`src/hw/mfps_pkg.sv`:
```
// constants and types for the multi-function pin select registers
package mfps_pkg;
  localparam logic [7:0] ADDR_ROUTE_A = 8'h2b;
  localparam logic [7:0] ADDR_ROUTE_B = 8'h2c;
  localparam logic [7:0] ADDR_ROUTE_C = 8'h2d;
  localparam logic [7:0] ADDR_STRAP = 8'h2f;
  localparam logic [7:0] RST_ROUTE_A = 8'h00;
  localparam logic [7:0] RST_ROUTE_B = 8'h81;
  localparam logic [7:0] RST_ROUTE_C = 8'h00;
  localparam logic [7:0] RST_STRAP = 8'h00;
  localparam logic [7:0] WMASK_ROUTE_A = 8'h7d;
  localparam logic [7:0] WMASK_ROUTE_B = 8'h01;
  localparam logic [7:0] FIXED_ROUTE_B = 8'h80;
  localparam logic [7:0] WMASK_ROUTE_C = 8'h5e;
  localparam logic [7:0] G5_MASK_ROUTE_C = 8'h1e;
  localparam logic [7:0] WMASK_STRAP = 8'h23;
  localparam int BIT_PIN30 = 2;
  localparam int BIT_ALT_STRAP = 5;
  localparam int BIT_TEST_STRAP = 1;
  localparam int BIT_CLK_STRAP = 0;
  typedef enum logic [1:0] {
    MFPS_P30_SUPPLY_ON,
    MFPS_P30_ALT_SUPPLY_ON,
    MFPS_P30_GPIO
  } mfps_p30_t;
  typedef struct packed {
    logic [7:0] route_a;
    logic [7:0] route_b;
    logic [7:0] route_c;
    logic [7:0] strap;
    logic strap_done;
    logic [7:0] rdata;
    mfps_p30_t pin30;
  } mfps_state_t;
endpackage

```
`src/hw/mfps_pin_select.sv`:
```
// pin routing and strap result registers on the configuration port
`timescale 1ns/100ps
`default_nettype none
module mfps_pin_select #(
  parameter int DATA_W = 8,
  parameter int ADDR_W = 8,
  parameter int STRAP_BITS = 3
) (
  input wire logic clk_sys,
  input wire logic arst_n,
  input wire logic power_ok_reset,
  input wire logic gpio_group5_reset,
  input wire logic alt_power_sequence_strap,
  input wire logic test_mode_strap,
  input wire logic input_clock_freq_strap,
  input wire logic cfg_wr,
  input wire logic cfg_rd,
  input wire logic [7:0] cfg_addr,
  input wire logic [7:0] cfg_wdata,
  output logic [7:0] cfg_rdata,
  output logic [7:0] pin_route_select_a,
  output logic [7:0] pin_route_select_b,
  output logic [7:0] pin_route_select_c,
  output logic [7:0] strap_result,
  output mfps_pkg::mfps_p30_t pin30_mode
);
  mfps_pkg::mfps_state_t st;
  mfps_pkg::mfps_state_t next_st;
  logic hit_a;
  logic hit_b;
  logic hit_c;
  logic hit_s;
  logic wr_any_reg;
  logic rd_unmapped;
  logic [2:0] strap_pins;

  if (DATA_W != 8 || ADDR_W != 8 || STRAP_BITS != 3) begin : g_bad_param
    $error("pin select supports only 8 bit data, 8 bit index and 3 straps");
  end

  function automatic logic addr_is(input logic [7:0] a, input logic [7:0] target);
    addr_is = (a == target);
  endfunction

  function automatic mfps_pkg::mfps_p30_t pin30_of(input logic route_bit, input logic alt_bit);
    if (route_bit) begin
      pin30_of = mfps_pkg::MFPS_P30_GPIO;
    end else if (alt_bit) begin
      pin30_of = mfps_pkg::MFPS_P30_ALT_SUPPLY_ON;
    end else begin
      pin30_of = mfps_pkg::MFPS_P30_SUPPLY_ON;
    end
  endfunction

  function automatic logic [7:0] wmask_of(input logic [7:0] a);
    case (a)
      mfps_pkg::ADDR_ROUTE_A: wmask_of = mfps_pkg::WMASK_ROUTE_A;
      mfps_pkg::ADDR_ROUTE_B: wmask_of = mfps_pkg::WMASK_ROUTE_B;
      mfps_pkg::ADDR_ROUTE_C: wmask_of = mfps_pkg::WMASK_ROUTE_C;
      mfps_pkg::ADDR_STRAP: wmask_of = mfps_pkg::WMASK_STRAP;
      default: wmask_of = 8'h00;
    endcase
  endfunction

  assign hit_a = addr_is(cfg_addr, mfps_pkg::ADDR_ROUTE_A);
  assign hit_b = addr_is(cfg_addr, mfps_pkg::ADDR_ROUTE_B);
  assign hit_c = addr_is(cfg_addr, mfps_pkg::ADDR_ROUTE_C);
  assign hit_s = addr_is(cfg_addr, mfps_pkg::ADDR_STRAP);
  assign wr_any_reg = cfg_wr && (wmask_of(cfg_addr) != 8'h00);
  assign rd_unmapped = cfg_rd && !(hit_a || hit_b || hit_c || hit_s);
  assign strap_pins = {alt_power_sequence_strap, test_mode_strap, input_clock_freq_strap};

  function automatic logic [7:0] merge(input logic [7:0] old, input logic [7:0] wd,
                                       input logic [7:0] mask);
    merge = (old & ~mask) | (wd & mask);
  endfunction

  always_comb begin
    next_st = st;
    if (cfg_wr) begin
      case (cfg_addr)
        mfps_pkg::ADDR_ROUTE_A: begin
          next_st.route_a = merge(st.route_a, cfg_wdata, mfps_pkg::WMASK_ROUTE_A);
        end
        mfps_pkg::ADDR_ROUTE_B: begin
          next_st.route_b = mfps_pkg::FIXED_ROUTE_B
                            | (cfg_wdata & mfps_pkg::WMASK_ROUTE_B);
        end
        mfps_pkg::ADDR_ROUTE_C: begin
          next_st.route_c = merge(st.route_c, cfg_wdata, mfps_pkg::WMASK_ROUTE_C);
        end
        mfps_pkg::ADDR_STRAP: begin
          next_st.strap = merge(st.strap, cfg_wdata, mfps_pkg::WMASK_STRAP);
        end
        default: begin
        end
      endcase
    end
    if (gpio_group5_reset) begin
      next_st.route_c = next_st.route_c & ~mfps_pkg::G5_MASK_ROUTE_C;
    end
    if (!st.strap_done) begin
      next_st.strap_done = 1'b1;
      next_st.strap[mfps_pkg::BIT_ALT_STRAP] = alt_power_sequence_strap;
      next_st.strap[mfps_pkg::BIT_TEST_STRAP] = test_mode_strap;
      next_st.strap[mfps_pkg::BIT_CLK_STRAP] = input_clock_freq_strap;
    end
    if (power_ok_reset) begin
      next_st.strap[mfps_pkg::BIT_TEST_STRAP] = test_mode_strap;
      next_st.strap[mfps_pkg::BIT_CLK_STRAP] = input_clock_freq_strap;
    end
    next_st.pin30 = pin30_of(next_st.route_c[mfps_pkg::BIT_PIN30],
                             next_st.strap[mfps_pkg::BIT_ALT_STRAP]);
    if (cfg_rd) begin
      case (cfg_addr)
        mfps_pkg::ADDR_ROUTE_A: next_st.rdata = st.route_a;
        mfps_pkg::ADDR_ROUTE_B: next_st.rdata = st.route_b;
        mfps_pkg::ADDR_ROUTE_C: next_st.rdata = st.route_c;
        mfps_pkg::ADDR_STRAP: next_st.rdata = st.strap;
        default: next_st.rdata = 8'h00;
      endcase
    end
  end

  always_ff @(posedge clk_sys or negedge arst_n) begin
    if (!arst_n) begin
      st.route_a <= mfps_pkg::RST_ROUTE_A;
      st.route_b <= mfps_pkg::RST_ROUTE_B;
      st.route_c <= mfps_pkg::RST_ROUTE_C;
      st.strap <= mfps_pkg::RST_STRAP;
      st.strap_done <= 1'b0;
      st.rdata <= 8'h00;
      st.pin30 <= mfps_pkg::MFPS_P30_SUPPLY_ON;
    end else begin
      st <= next_st;
    end
  end

  assign cfg_rdata = st.rdata;
  assign pin_route_select_a = st.route_a;
  assign pin_route_select_b = st.route_b;
  assign pin_route_select_c = st.route_c;
  assign strap_result = st.strap;
  assign pin30_mode = st.pin30;

  for (genvar b = 0; b < 8; b++) begin : g_a_bit
    if (mfps_pkg::WMASK_ROUTE_A[b]) begin : g_live

    end else begin : g_resv

    end
  end

  for (genvar b = 0; b < 8; b++) begin : g_c_bit
    if (mfps_pkg::WMASK_ROUTE_C[b]) begin : g_live

    end else begin : g_resv

    end
  end
endmodule
`default_nettype wire

```
`config.mk`:
```
export PLATFORM = sky130hd
export DESIGN_NAME = mfps_pin_select
export DESIGN_NICKNAME = d
export VERILOG_FILES = /design/src/hw/mfps_pkg.sv /design/src/hw/mfps_pin_select.sv
export SDC_FILE = /design/constraint.sdc
export NUM_CORES = 1
export LEC_CHECK = 0
export ABC_CLOCK_PERIOD_IN_PS = 2500
export BUFFER_PORTS_ARGS = -buffer_cell sky130_fd_sc_hd__buf_2
export CAP_MARGIN = 15
export CELL_PAD_IN_SITES_DETAIL_PLACEMENT = 0
export CELL_PAD_IN_SITES_GLOBAL_PLACEMENT = 1
export CORE_MARGIN = 2
export CORE_UTILIZATION = 30
export DETAILED_ROUTE_END_ITERATION = 8
export PLACE_DENSITY_LB_ADDON = 0.1
export SLEW_MARGIN = 10
export SYNTH_ARGS = -nofsm -noshare
export SYNTH_HDL_FRONTEND = slang
export SYNTH_SLANG_ARGS = --single-unit
```
`constraint.sdc`:
```
create_clock -name clk_sys -period 2.5 [get_ports clk_sys]
set_input_delay 0.125 -clock clk_sys [delete_from_list [all_inputs] [get_ports clk_sys]]
set_output_delay 0.125 -clock clk_sys [all_outputs]
set_load 0.02 [all_outputs]
```
Word level (Yosys, flattened, before mapping)

Index checks and enable logic that the tools add are counted.

Eq/ne operators: 6
Muxes and demuxes: 10
Bitwise logic cells: 3
Reduce and logical (&&, ||, !) cells: 7

Operators by type and width:

| kind                                                                     | count |
|---|---|
| 8-bit by 6-bit == test with 1-bit output (second input constant)         | 4 |
| 8-bit one-hot mux with 4 select lines                                    | 1 |
| 16-bit 2-to-1 mux                                                        | 1 |
| 8-bit 2-to-1 mux                                                         | 2 |
| 8-bit by 7-bit bitwise OR with 8-bit output                              | 2 |
| 2-bit AND reduction                                                      | 5 |
| 8-bit by 6-bit bitwise OR with 8-bit output                              | 1 |
| 5-bit 2-to-1 mux                                                         | 1 |
| 2-bit 2-to-1 mux                                                         | 2 |
| 2-bit nonzero test                                                       | 2 |
| 3-bit 2-to-1 mux                                                         | 1 |
| 3-bit by 2-bit inequality test with 1-bit output (second input constant) | 1 |
| 3-bit inequality test (second input constant)                            | 1 |
| 1-bit 2-to-1 mux                                                         | 2 |

Bits in registers: 36
Input bits: 25
Output and inout bits: 42
Word-level logic and storage cells: 36

Longest topological paths before layout

Word-level depth: 6
Gate-level depth with buffers: 6
Gate-level depth less buffers: 4

Worst setup path before layout

No wires, ideal clock.

Path kind: input-to-reg
Start: input cfg_addr[4]
End: register st, in the netlist pin_route_select_a[0]
Library setup time: 125 ps
Arrival time: 1,150 ps
Required time: 2,375 ps
Slack: 1,225 ps
Cell stages on the path: 4
Path buffers: 0
Cells stage by stage: nor4b_4 -> nand2_2 -> nor3_4 -> mux2_2

Longest elaborated chain between the ends: 2

RTL lines:

| what                                     | line                   | RTL |
|---|---|---|
| start: declaration                       | mfps_pin_select.sv:18  | `input wire logic [7:0] cfg_addr,` |
| 8-bit by 6-bit == test with 1-bit output | mfps_pin_select.sv:81  | `case (cfg_addr)` |
| 2-bit AND reduction (no source line)     | n/a                    |  |
| end signal: assignment                   | mfps_pin_select.sv:135 | `st <= next_st;` |
| end: declaration                         | mfps_pin_select.sv:27  | `mfps_pkg::mfps_state_t st;` |

Every way passes these cells.
A chain may end at the register's enable or synchronous reset.

Worst setup path in the final report

Start: input cfg_addr[4]
End: register st, in the netlist pin_route_select_a[4]

The elaborated chain is that of the path after synthesis.

==> summary.txt <==
Power and ir drop
  – VDD IR max: 0.186 mV
  – Clock network power share: 0.304
  – Logic gate share of total power: 0.156
  – Switching power: 219 µW
  – Leakage: 0.798 nW
  – Internal: 572 µW
  – Power Total: 791 µW
  – Pwr Density: 493 nW/µm²
  – Reg power frac: 0.539
  – Sw frac: 0.277

Layout
  – Final std cells w/o fill: 235
  – Commonest non-fill, non-tap cell in the layout: buf_2
  – Fin util: 0.335
  – Syn-to-layout area delta: 6.21%
  – Share of cells above drive strength 1: 0.399
  – ANT cells: 0
  – Final nets: 194
  – Most frequent cells in the layout: 48 x buf_2, 24 x dfrtp_1, 18 x conb_1
  – Filler cells: 521

Setup path
  – CP top delay family: simple AND/OR/NAND/NOR gates
  – Largest stage delay, worst path: 380 ps
  – FF-to-FF setup slack: 1440 ps
  – Crit-path slowest cell: mux2_2
  – Crit-path max FO: 6
  – Crit path launch type: primary input
  – Critical path data required time: 2660 ps
  – Ordered list of cells on the worst path: buf_2 -> nor4b_4 -> nand2_2 -> nor3_4 -> mux2_2
  – CP Buf/Inv Count: 1
  – CP Data Arrival Time: 1450 ps
  – Critical path class: in2reg
  – Worst Setup End Kind: flip-flop

Placement
  – DP HPWL: 2460 µm
  – Placed insts: 230
  – IO buf count: 48
  – GPL Wtd Cong: 0.731

Run
  – Max-Cap Viols: 0

Global routing
  – Global route total overflow: 0
  – Largest net degree at the start of global routing: 26
  – GRT Util Overall: 0.117
  – Initial antenna violation count: 0
  – Vias in the first global route: 959
  – First-pass GRT wire length: 4860 µm

Floorplanning
  – IO Pins: 67
  – CORE AREA: 4790 µm²
  – Die area: 5620 µm²
  – Die Ht: 75.0 µm
  – Starting Density: 0.316
  – Rows: 25
  – Die X-Extent: 75.0 µm

CTS
  – CTS tree: done
  – Clk buf depth: 2
  – Clock transition at path regs: 90 ps
  – Number of buffers created by CTS: 3
  – Clock sinks: 25
  – H-tree levels: 1
  – Worst skew pair latency: 260 ps
  – Postcts setup bufs: 0
  – Gates resized, CTS repair: 0
  – Clock root buffer: clkbuf_8

Synth
  – Avg Inst Size Synth: 10.4 µm²
  – Synth Cell Area: 1510 µm²
  – Synth warn: 0
  – Cell count after synthesis: 145
  – Unique masters post-synth: 30
  – Seq cells post-synth: 25
  – Post-synthesis sequential area ratio: 0.415

Detailed routing
  – DRT Pass-1 Iters: 4
  – Routed WL: 3090 µm
  – Drc violations: 0
  – Detailed router's first-iteration violation count: 41
  – Vias per Instance: 4.16
  – Via count: 977
  – Routed WL per cell: 13.2 µm
  – DRT antenna net count: 0

Timing
  – Tmin final: 1290 ps
  – Setup violations, final: 0
  – Hold_ws: 52.1 ps
  – Worst clock skew: 1.56 ps
  – Fin crit share: 0.516
  – RSZ-0062 raised after global routing: no
  – Max frequency: 775 MHz
  – Max-slew violation count: 0
  – Final Hold Vio Count: 0
  – Worst-Margin Slew: 586 ps
  – Setup_tns: 0 ps
  – Slew margin rel.: 0.609

Status
  – Status: finished, final reports clean

Min path
  – Hold WC Path Type: in2reg
[state kept, by name (all words and copies together), names as in the netlist]
name / cells
cfg_rdata: 8
pin_route_select_a: 6
pin_route_select_c: 5
strap_result: 3
pin30_mode: 1
pin_route_select_b: 1
st: 1
[through the flow]
stage / setup slack [ps] / cell area [µm²]
4_1_cts: 1200 / 1600
3_5_place_dp: 908 / 1550
2_1_floorplan: 1230 / 1570
5_1_grt: 1150 / 1600
3_3_place_gp: 900 / 1550
6_report: 1210 / 1600
[synth_stat cells]
cell type  number  area share
buf_4          44        0.22
dfrtp_1        24        0.40
mux2_2          9       0.067
inv_1           8       0.020
mux2i_1         8       0.053
o22ai_1         6       0.025
nand2_1         5       0.012
nor2_1          5       0.012
o21ai_0         5       0.017
a22oi_1         4       0.020
nand2b_1        4       0.017
and3_1          2      0.0083
conb_1          2      0.0050
nand3_1         2      0.0066
nand4b_1        2       0.012
a211oi_2        1      0.0083
a21oi_1         1      0.0033
a32oi_1         1      0.0058
and2_1          1      0.0041
and2_2          1      0.0050
and4_1          1      0.0058
buf_6           1      0.0075
clkbuf_1        1      0.0025
dfstp_2         1       0.017
nand2_2         1      0.0041
nor2b_1         1      0.0041
nor2b_4         1      0.0091
nor3_4          1       0.011
nor4b_4         1       0.016
o2111ai_1       1      0.0058
[cell families (layout without fill, tap and decap cells)]
kind of cell	after synthesis	after routing	share of synthesized area
compound gates	19	19	0.0845
buf+inv	54	61	0.249
flops	25	25	0.415
mux	17	17	0.120
other cells	2	18	0.00497
simple gates	28	28	0.127
[final cells by class]
type / instances / area (µm²) / share of cell area
clock buffer: 4 / 45.0 / 0.0281
inverter: 8 / 30.0 / 0.0187
multi-input combinational: 82 / 568 / 0.354
sequential: 25 / 627 / 0.391
tap: 67 / 83.8 / 0.0523
timing repair buffer: 49 / 250 / 0.156
[path summary, 6_finish.rpt]
path,end,start,depth (start not counted)
min in group asynchronous,cfg_rdata[0],arst_n,2
setup / recovery,pin_route_select_a[4],cfg_addr[4],5
hold reg to reg,cfg_rdata[5],cfg_rdata[5],2
hold / removal,pin_route_select_c[4],gpio_group5_reset,2
max in group asynchronous,pin_route_select_a[0],arst_n,2
setup reg to reg,cfg_rdata[0],pin_route_select_b[0],4
[power groups by stage]
stage          sequential (mW)  clock (mW)  combinational (mW)
2_1_floorplan            0.432           0               0.111
3_3_place_gp             0.435           0               0.122
3_5_place_dp             0.435           0               0.124
4_1_cts                  0.427       0.254               0.126
5_1_grt                  0.429       0.281               0.136
6_report                 0.427       0.241               0.124
[per-layer routing]
layer	share of wire	global-route usage	routed length [µm]
met5	0	0	0
met4	0.0074	0.0417	23
met3	0.060	0.0254	184
met2	0.49	0.184	1520
met1	0.44	0.159	1360
[repair_timing]
action | 4_1_cts | 5_1_grt
hold buffers | 1 | 0
setup endpoints to repair | 0 | 0
hold endpoints to repair | 24 | 0
No activity file was read; power rests on OpenSTA's default activity.
